[config.mk]
export PLATFORM = sky130hd
export DESIGN_NAME = compute_field_decode
export DESIGN_NICKNAME = d
export VERILOG_FILES = /design/src/inc/compute_field_pkg.sv /design/src/hw/pair_select.sv /design/src/hw/compute_field_decode.sv
export VERILOG_INCLUDE_DIRS = /design/src /design/src/inc
export SDC_FILE = /design/constraint.sdc
export NUM_CORES = 1
export LEC_CHECK = 0
export BUFFER_PORTS_ARGS = -buffer_cell sky130_fd_sc_hd__buf_2
export CORE_UTILIZATION = 36
export DETAILED_ROUTE_END_ITERATION = 10
export GPL_TIMING_DRIVEN = 0
export PLACE_DENSITY = 0.95
export SYNTH_ARGS = -nofsm -noshare
export SYNTH_HDL_FRONTEND = slang
export SYNTH_SLANG_ARGS = --single-unit
export TNS_END_PERCENT = 10
[constraint.sdc]
create_clock -name vclk -period 2.9
set_input_delay 0.58 -clock vclk [all_inputs]
set_output_delay 0.58 -clock vclk [all_outputs]
set_load 0.03 [all_outputs]
[src/inc/compute_field_map.svh]
// field positions and restricted bank bases of the compute field decoder
`ifndef COMPUTE_FIELD_MAP_SVH
`define COMPUTE_FIELD_MAP_SVH

`define CF_W 20
`define SEL_W 4
`define RSEL_W 2
`define F_TOP_LSB 16
`define F_MID_LSB 12
`define F_HI_LSB 8
`define F_X_LSB 4
`define F_Y_LSB 0
`define RS_MUL_X_LSB 6
`define RS_MUL_Y_LSB 4
`define RS_ALU_X_LSB 2
`define RS_ALU_Y_LSB 0
`define BASE_MUL_X 4'h0
`define BASE_MUL_Y 4'h4
`define BASE_ALU_X 4'h8
`define BASE_ALU_Y 4'hC
`define IDX_ZERO 4'h0

`endif

[src/inc/compute_field_pkg.sv]
// types of the compute field decoder
`default_nettype none
package compute_field_pkg;

	// instruction form, one-hot
	typedef enum logic [5:0] {
		FORM_SINGLE = 6'h01,
		FORM_DUAL = 6'h02,
		FORM_MUL_ALU = 6'h04,
		FORM_MUL_DUAL = 6'h08,
		FORM_SHORT = 6'h10,
		FORM_DBL = 6'h20
	} form_t;

endpackage
`default_nettype wire

[src/hw/pair_select.sv]
// 64-bit register pair selector check
`timescale 1ns/1ps
`default_nettype none
module pair_select
(
	// selector from the field
	input wire logic [3:0] code,
	// pair low register and validity
	output logic [3:0] low_reg,
	output logic ok
);
	// only even codes name a pair
	assign low_reg = code;
	assign ok = ~code[0];
endmodule
`default_nettype wire

[src/hw/compute_field_decode.sv]
// register selector decoder for the compute field of an instruction
//
// Notes on behaviour
// - single computation: result 11:8, X source 7:4, Y source 3:0
// - same selector bits address fixed or floating view by operation
// - dual add/sub: difference 15:12, sum 11:8, X 7:4, Y 3:0
// - sum and difference share X and Y; each has own destination
// - mul with ALU: mul result 15:12, ALU result 11:8, 2-bit sources
// - restricted ALU X source picks registers 8 to 11
// - restricted ALU Y source picks registers 12 to 15
// - restricted multiplier X source picks registers 0 to 3
// - restricted multiplier Y source picks registers 4 to 7
// - floating ALU X and Y limited to 8-11 and 12-15
// - floating multiplier X and Y limited to 0-3 and 4-7
// - mul dual add/sub: diff 19:16, mul 15:12, sum 11:8, 2-bit sources
// - sum and difference use restricted ALU sources, multiplier its own
// - short compute: 7:4 is Y source and result, 3:0 is X source
// - 64-bit single function: result pair 11:8, sources 7:4 and 3:0
// - pair selector valid only when even; odd codes name nothing
`timescale 1ns/1ps
`default_nettype none
`include "compute_field_map.svh"
module compute_field_decode
(
	// clock, reset and enable; they only pace the checks
	input wire logic CLK,
	input wire logic RST_N,
	input wire logic CE,
	// instruction side
	input wire logic [19:0] FIELD,
	input wire compute_field_pkg::form_t FORM,
	input wire logic IS_FLOAT,
	// fixed-point view
	output logic [3:0] FIX_DEST_SEL,
	output logic [3:0] FIX_X_SRC,
	output logic [3:0] FIX_Y_SRC,
	output logic [3:0] FIX_ADD_DEST,
	output logic [3:0] FIX_SUB_DEST,
	output logic [3:0] FIX_MUL_DEST,
	output logic [3:0] FIX_MUL_X_SRC,
	output logic [3:0] FIX_MUL_Y_SRC,
	// floating-point view
	output logic [3:0] FLT_DEST_SEL,
	output logic [3:0] FLT_X_SRC,
	output logic [3:0] FLT_Y_SRC,
	output logic [3:0] FLT_ADD_DEST,
	output logic [3:0] FLT_SUB_DEST,
	output logic [3:0] FLT_MUL_DEST,
	output logic [3:0] FLT_MUL_X_SRC,
	output logic [3:0] FLT_MUL_Y_SRC,
	// 64-bit pairs
	output logic [3:0] DBL_DEST_PAIR,
	output logic [3:0] DBL_SRC1_PAIR,
	output logic [3:0] DBL_SRC2_PAIR,
	output logic PAIR_FAULT,
	// port enables
	output logic DEST_WR,
	output logic ADD_WR,
	output logic SUB_WR,
	output logic MUL_WR,
	output logic SRC_RD,
	output logic MUL_RD,
	output logic DBL_WR,
	output logic DBL_RD
);

	// ****************************************
	// helpers
	// ****************************************

	// widen a 2-bit restricted selector into its bank of four
	function automatic logic [3:0] bank(input logic [1:0] code,
		input logic [3:0] base);
		bank = base | {2'h0, code};
	endfunction

	// hand an index to one view, zero to the other
	function automatic logic [3:0] view(input logic [3:0] idx,
		input logic pick);
		view = pick ? idx : `IDX_ZERO;
	endfunction

	// ****************************************
	// form decode
	// ****************************************

	wire logic f_single = (FORM == compute_field_pkg::FORM_SINGLE);
	wire logic f_dual = (FORM == compute_field_pkg::FORM_DUAL);
	wire logic f_mul_alu = (FORM == compute_field_pkg::FORM_MUL_ALU);
	wire logic f_mul_dual = (FORM == compute_field_pkg::FORM_MUL_DUAL);
	wire logic f_short = (FORM == compute_field_pkg::FORM_SHORT);
	wire logic f_dbl = (FORM == compute_field_pkg::FORM_DBL);
	wire logic f_multi = f_mul_alu | f_mul_dual;

	// ****************************************
	// raw selectors
	// ****************************************

	wire logic [3:0] s_top = FIELD[`F_TOP_LSB +: `SEL_W];
	wire logic [3:0] s_mid = FIELD[`F_MID_LSB +: `SEL_W];
	wire logic [3:0] s_hi = FIELD[`F_HI_LSB +: `SEL_W];
	wire logic [3:0] s_x = FIELD[`F_X_LSB +: `SEL_W];
	wire logic [3:0] s_y = FIELD[`F_Y_LSB +: `SEL_W];

	// restricted banks, same for both views
	wire logic [3:0] r_mul_x =
		bank(FIELD[`RS_MUL_X_LSB +: `RSEL_W], `BASE_MUL_X);
	wire logic [3:0] r_mul_y =
		bank(FIELD[`RS_MUL_Y_LSB +: `RSEL_W], `BASE_MUL_Y);
	wire logic [3:0] r_alu_x =
		bank(FIELD[`RS_ALU_X_LSB +: `RSEL_W], `BASE_ALU_X);
	wire logic [3:0] r_alu_y =
		bank(FIELD[`RS_ALU_Y_LSB +: `RSEL_W], `BASE_ALU_Y);

	// single result: short compute reuses its Y selector
	wire logic [3:0] dest_idx = f_short ? s_x : s_hi;
	// ALU X source
	wire logic [3:0] x_idx = f_multi ? r_alu_x :
		(f_short ? s_y : s_x);
	// ALU Y source; short compute names it with the result
	wire logic [3:0] y_idx = f_multi ? r_alu_y :
		(f_short ? s_x : s_y);
	wire logic [3:0] add_idx = s_hi;
	wire logic [3:0] sub_idx = f_mul_dual ? s_top : s_mid;
	wire logic [3:0] mul_idx = s_mid;

	// ****************************************
	// 64-bit pairs
	// ****************************************

	wire logic [3:0] pd_reg;
	wire logic [3:0] p1_reg;
	wire logic [3:0] p2_reg;
	wire logic pd_ok;
	wire logic p1_ok;
	wire logic p2_ok;

	pair_select u_dest (.code(s_hi), .low_reg(pd_reg), .ok(pd_ok));
	pair_select u_src1 (.code(s_x), .low_reg(p1_reg), .ok(p1_ok));
	pair_select u_src2 (.code(s_y), .low_reg(p2_reg), .ok(p2_ok));

	// ****************************************
	// outputs, no storage on the path
	// ****************************************

	// a 64-bit form with an odd code names nothing; raise a fault
	assign PAIR_FAULT = f_dbl & ~(pd_ok & p1_ok & p2_ok);
	assign DBL_DEST_PAIR = f_dbl ? pd_reg : `IDX_ZERO;
	assign DBL_SRC1_PAIR = f_dbl ? p1_reg : `IDX_ZERO;
	assign DBL_SRC2_PAIR = f_dbl ? p2_reg : `IDX_ZERO;
	assign DBL_WR = f_dbl & pd_ok;
	assign DBL_RD = f_dbl & p1_ok & p2_ok;

	assign DEST_WR = f_single | f_short | f_mul_alu;
	assign ADD_WR = f_dual | f_mul_dual;
	assign SUB_WR = f_dual | f_mul_dual;
	assign MUL_WR = f_multi;
	assign SRC_RD = f_single | f_dual | f_short | f_multi;
	assign MUL_RD = f_multi;

	// the same bits feed whichever view the operation uses
	assign FIX_DEST_SEL = view(dest_idx, ~IS_FLOAT);
	assign FIX_X_SRC = view(x_idx, ~IS_FLOAT);
	assign FIX_Y_SRC = view(y_idx, ~IS_FLOAT);
	assign FIX_ADD_DEST = view(add_idx, ~IS_FLOAT);
	assign FIX_SUB_DEST = view(sub_idx, ~IS_FLOAT);
	assign FIX_MUL_DEST = view(mul_idx, ~IS_FLOAT);
	assign FIX_MUL_X_SRC = view(r_mul_x, ~IS_FLOAT);
	assign FIX_MUL_Y_SRC = view(r_mul_y, ~IS_FLOAT);
	assign FLT_DEST_SEL = view(dest_idx, IS_FLOAT);
	assign FLT_X_SRC = view(x_idx, IS_FLOAT);
	assign FLT_Y_SRC = view(y_idx, IS_FLOAT);
	assign FLT_ADD_DEST = view(add_idx, IS_FLOAT);
	assign FLT_SUB_DEST = view(sub_idx, IS_FLOAT);
	assign FLT_MUL_DEST = view(mul_idx, IS_FLOAT);
	assign FLT_MUL_X_SRC = view(r_mul_x, IS_FLOAT);
	assign FLT_MUL_Y_SRC = view(r_mul_y, IS_FLOAT);
endmodule
`default_nettype wire

==> results of run 1 <==
-- Yosys cell counts, drive strengths merged, types with 2 or more instances --
cell,n,area share
and2,24,0.17
a21oi,20,0.11
o21ai,18,0.10
buf,15,0.12
nor2b,13,0.090
nand3,12,0.067
a31oi,6,0.042
clkbuf,6,0.025
a311oi,4,0.039
nor2,3,0.012
nor3,3,0.022
a211oi,2,0.017
nand2b,2,0.014
nor4,2,0.021
or4,2,0.017
or4b,2,0.026
xnor2,2,0.019
-- where the power goes --
group | total (W) | internal [W] | switching [W]
registers | 0 | 0 | 0
clock network | 0 | 0 | 0
logic | 0.000279 | 0.0000847 | 0.000194
-- per-stage QoR --
stage                     worst slack [ns]  std cells  hold slack (ns)   util
after CTS                            0.131        282             1.50  0.646
after global routing              0.000967        282             1.53  0.646
after floorplan                      0.145        151             1.27      -
after global placement               0.174        282             1.50  0.646
final                               0.0600        282             1.50  0.646
after detailed placement             0.130        282             1.50  0.646
-- final timing paths --
path	startpoint	to	slack, ns
hold / removal	FIELD[0]	DBL_RD	1.50
setup / recovery	FORM[4]	FLT_X_SRC[1]	0.06
-- metal layers --
metal  vias to the layer above  GRT usage  routed length, µm
li1                        734          -                  -
met1                       675      0.308               1390
met2                        83      0.489               1920
met3                         5     0.0117                335
met4                         0    0.00901                 11
met5                         -          0                  0
-- cells by family (layout without fill, tap and decap cells) --
kind of cell / count (synthesis) / count (layout) / share of synthesized area
buf+inv: 23 / 126 / 0.153
xor+xnor: 3 / 3 / 0.0292
simple gates: 67 / 67 / 0.485
compound gates: 52 / 52 / 0.329
other cells: 1 / 6 / 0.00416
-- area by class of cell --
cell class / instances / area (µm²)
multi-input combinational: 128 / 782
fill: 237 / 806
timing repair buffer: 103 / 515
buffer: 21 / 130
tap: 28 / 35.0
inverter: 2 / 7.51
==> flow_summary.json, run 1 <==
{
  "die_x_um": 52.0,
  "gp_congestion": 0.857,
  "initialDrtViolationCount": 37,
  "worst-slew-pin-transition_ns": 0.543,
  "place_hpwl_mm": 2.93,
  "cap_violations": 0,
  "antenna_found_initial": 0,
  "path_cells": "buf_2, nor4_2, nand2b_1, clkbuf_1, a311oi_1, buf_2",
  "ir_drop_mv": 0.120,
  "crit_cells": 6,
  "holdBufCountCts": 0,
  "fin_crit_sh": 0.979,
  "slowest_stage": "nor4_2",
  "grt_usage": 0.250,
  "areaGrowthSynthToFinish_pct": 63.2,
  "wl_mm": 3.66,
  "seq_cell_count": 0,
  "path_buf_inv": 3,
  "dr_total_vias": 1497,
  "grt_pass1_wl_mm": 5.39,
  "critical_path.top_delay_family": "buffers and inverters",
  "cts_resized": 0,
  "grt_pass1_vias": 1154,
  "synth_cell_types": 35,
  "vias_per_cell": 5.31,
  "rsz0062_at_grt": "false",
  "path_class": "input port to output pin",
  "worst_setup_path_start_kind": "input port",
  "hold_depth": 3,
  "drt_pass1_iterations": 5,
  "core.rowCount": 17,
  "regArea_um2": 0,
  "port-buffer-count": 103,
  "period_needed_ns": 2.84,
  "fmax_ghz": 0.352,
  "drive_above_1_share": 0.484,
  "coreArea_um2": 2280,
  "total_power_w": 0.000279,
  "ant_nets": 0,
  "finalNetCount": 286,
  "slew_violations": 0,
  "required_ns": 2.32,
  "tns_ns": 0,
  "ios": 115,
  "place_area_um2": 1470,
  "syn_inst": 146,
  "mostFrequentLayoutCell": "buf_2",
  "run_status": "finished clean",
  "setup_violations": 0,
  "power_density_nw_per_um2": 190,
  "hold_path_class": "input port to output pin",
  "crit_path_end_kind": "output pin",
  "drt-wirelength-per-cell_um": 13.0,
  "die_area_um2": 2710,
  "worstPathArrival_ns": 2.26,
  "diodes": 0,
  "design_area_um2": 1470,
  "crit_top_cell": "buf_2",
  "leakage_nw": 0.808,
  "avgSynthCellArea_um2": 6.17,
  "syn_area_um2": 901,
  "overflow": 0,
  "yosys_warnings": 0,
  "drcViolationCount": 0,
  "final_cell_mix": "buf_2, and2_1, a21oi_1, nor2b_1, nand3_1",
  "grt_max_degree": 11,
  "post_cts_buffers": 0,
  "start_util": 0.396,
  "yosysSeqAreaShare": 0,
  "cp_max_fo": 10,
  "clockBufferCount": 0,
  "critPathMaxStageDelay_ns": 0.50,
  "slew_headroom": 0.637,
  "die_h_um": 52.0,
  "finalHoldViolCount": 0
}
Power figures use the tool's default switching activity.
==> run 2, diff against run 1 <==
PLACE_DENSITY = unset   (was 0.95)
PLACE_DENSITY_LB_ADDON = 0.12   (was unset)
==> run 2 against run 1 <==
Compared with the run above: hold slack improved by 0.0076 ns; critical path depth did not move; combinational power barely moved; final cell count did not move; global-route usage fell by 1.7 points; sequential cell count did not move; setup slack improved by 0.13 ns; wire length fell by 4.3%; clock-buffer cell count did not move; first-iteration DRC count fell by 70%; cell area did not move; maximum frequency rose by 4.8%; critical endpoint is now PAIR_FAULT; largest power group unchanged.
==> flow_summary.json, run 2 (synthesis gave the netlist of run 1 again) <==
{
  "vias_per_cell": 5.12,
  "start_util": 0.396,
  "final_cell_mix": "buf_2, and2_1, a21oi_1, nor2b_1, nand3_1",
  "post_cts_buffers": 0,
  "diodes": 0,
  "gp_congestion": 0.847,
  "cp_max_fo": 10,
  "fmax_ghz": 0.369,
  "coreArea_um2": 2280,
  "core.rowCount": 17,
  "rsz0062_at_grt": "false",
  "run_status": "finished clean",
  "fillCellCount": 283,
  "worstPathArrival_ns": 2.13,
  "initialDrtViolationCount": 11,
  "cts_resized": 0,
  "worst-slew-pin-transition_ns": 0.540,
  "place_hpwl_mm": 2.82,
  "power_density_nw_per_um2": 188,
  "tns_ns": 0,
  "grt_usage": 0.233,
  "die_h_um": 52.0,
  "wl_mm": 3.50,
  "place_area_um2": 1470,
  "cap_violations": 0,
  "grt_pass1_vias": 1123,
  "clockBufferCount": 0,
  "period_needed_ns": 2.71,
  "slew_violations": 0,
  "drt-wirelength-per-cell_um": 12.4,
  "crit_path_end_kind": "output pin",
  "ios": 115,
  "antenna_found_initial": 0,
  "hold_depth": 3,
  "drive_above_1_share": 0.484,
  "drt_pass1_iterations": 4,
  "grt_max_degree": 11,
  "regArea_um2": 0,
  "design_area_um2": 1470,
  "holdBufCountCts": 0,
  "overflow": 0,
  "die_x_um": 52.0,
  "mostFrequentLayoutCell": "buf_2",
  "areaGrowthSynthToFinish_pct": 63.2,
  "setup_violations": 0,
  "leakage_nw": 0.808,
  "port-buffer-count": 103,
  "grt_pass1_wl_mm": 4.95,
  "finalNetCount": 286,
  "fin_crit_sh": 0.935,
  "hold_path_class": "input port to output pin",
  "worst_setup_path_start_kind": "input port",
  "drcViolationCount": 0,
  "die_area_um2": 2710,
  "slew_headroom": 0.639,
  "dr_total_vias": 1443,
  "seq_cell_count": 0,
  "ir_drop_mv": 0.110,
  "path_class": "input port to output pin",
  "ant_nets": 0,
  "required_ns": 2.32,
  "finalHoldViolCount": 0
}
[run 2: cell counts in the layout (fill, tap and decap cells not counted)]
No cell type changed its count.
[run 2: final cells by class]
cell class	instances	area [µm²]	share of cell area
Multi-Input combinational cell	128	782	0.532
Timing Repair Buffer	103	515	0.351
Buffer	21	130	0.0885
Tap cell	28	35.0	0.0238
Inverter	2	7.51	0.00511
[run 2: power breakdown]
| part | internal (W) | leakage (nW) | switching (W) |
|---|---|---|---|
| sequential | 0 | 0 | 0 |
| clock | 0 | 0 | 0 |
| combinational | 0.0000846 | 0.808 | 0.000192 |
[run 2: worst max-delay path, stage by stage]
cell and delay [ns]:
buf_2 0.15, or4b_4 0.53, nor3_2 0.30, buf_4 0.24, o31a_1 0.13, buf_2 0.19
[run 2: stage by stage]
stage | hold WS [ns] | util | setup WS (ns) | power [W] | cells
floorplan | 1.27 | - | 0.145 | 0.000191 | 151
detailed placement | 1.51 | 0.646 | 0.193 | 0.000275 | 282
finish | 1.51 | 0.646 | 0.189 | 0.000277 | 282
global placement | 1.51 | 0.646 | 0.175 | 0.000274 | 282
global route | 1.52 | 0.646 | 0.00232 | 0.000294 | 282
CTS | 1.51 | 0.646 | 0.190 | 0.000276 | 282
[run 2: per-layer routing]
metal / GRT usage / vias to the layer above / share of wire
met4: 0.0450 / 0 / 0
li1: - / 737 / -
met2: 0.442 / 67 / 0.50
met3: 0.0205 / 0 / 0.085
met5: 0 / - / 0
met1: 0.278 / 639 / 0.41
[run 2: final timing paths]
kind  slack, ns          to      from
max        0.19  PAIR_FAULT   FORM[1]
min        1.51      DBL_WR  FIELD[8]
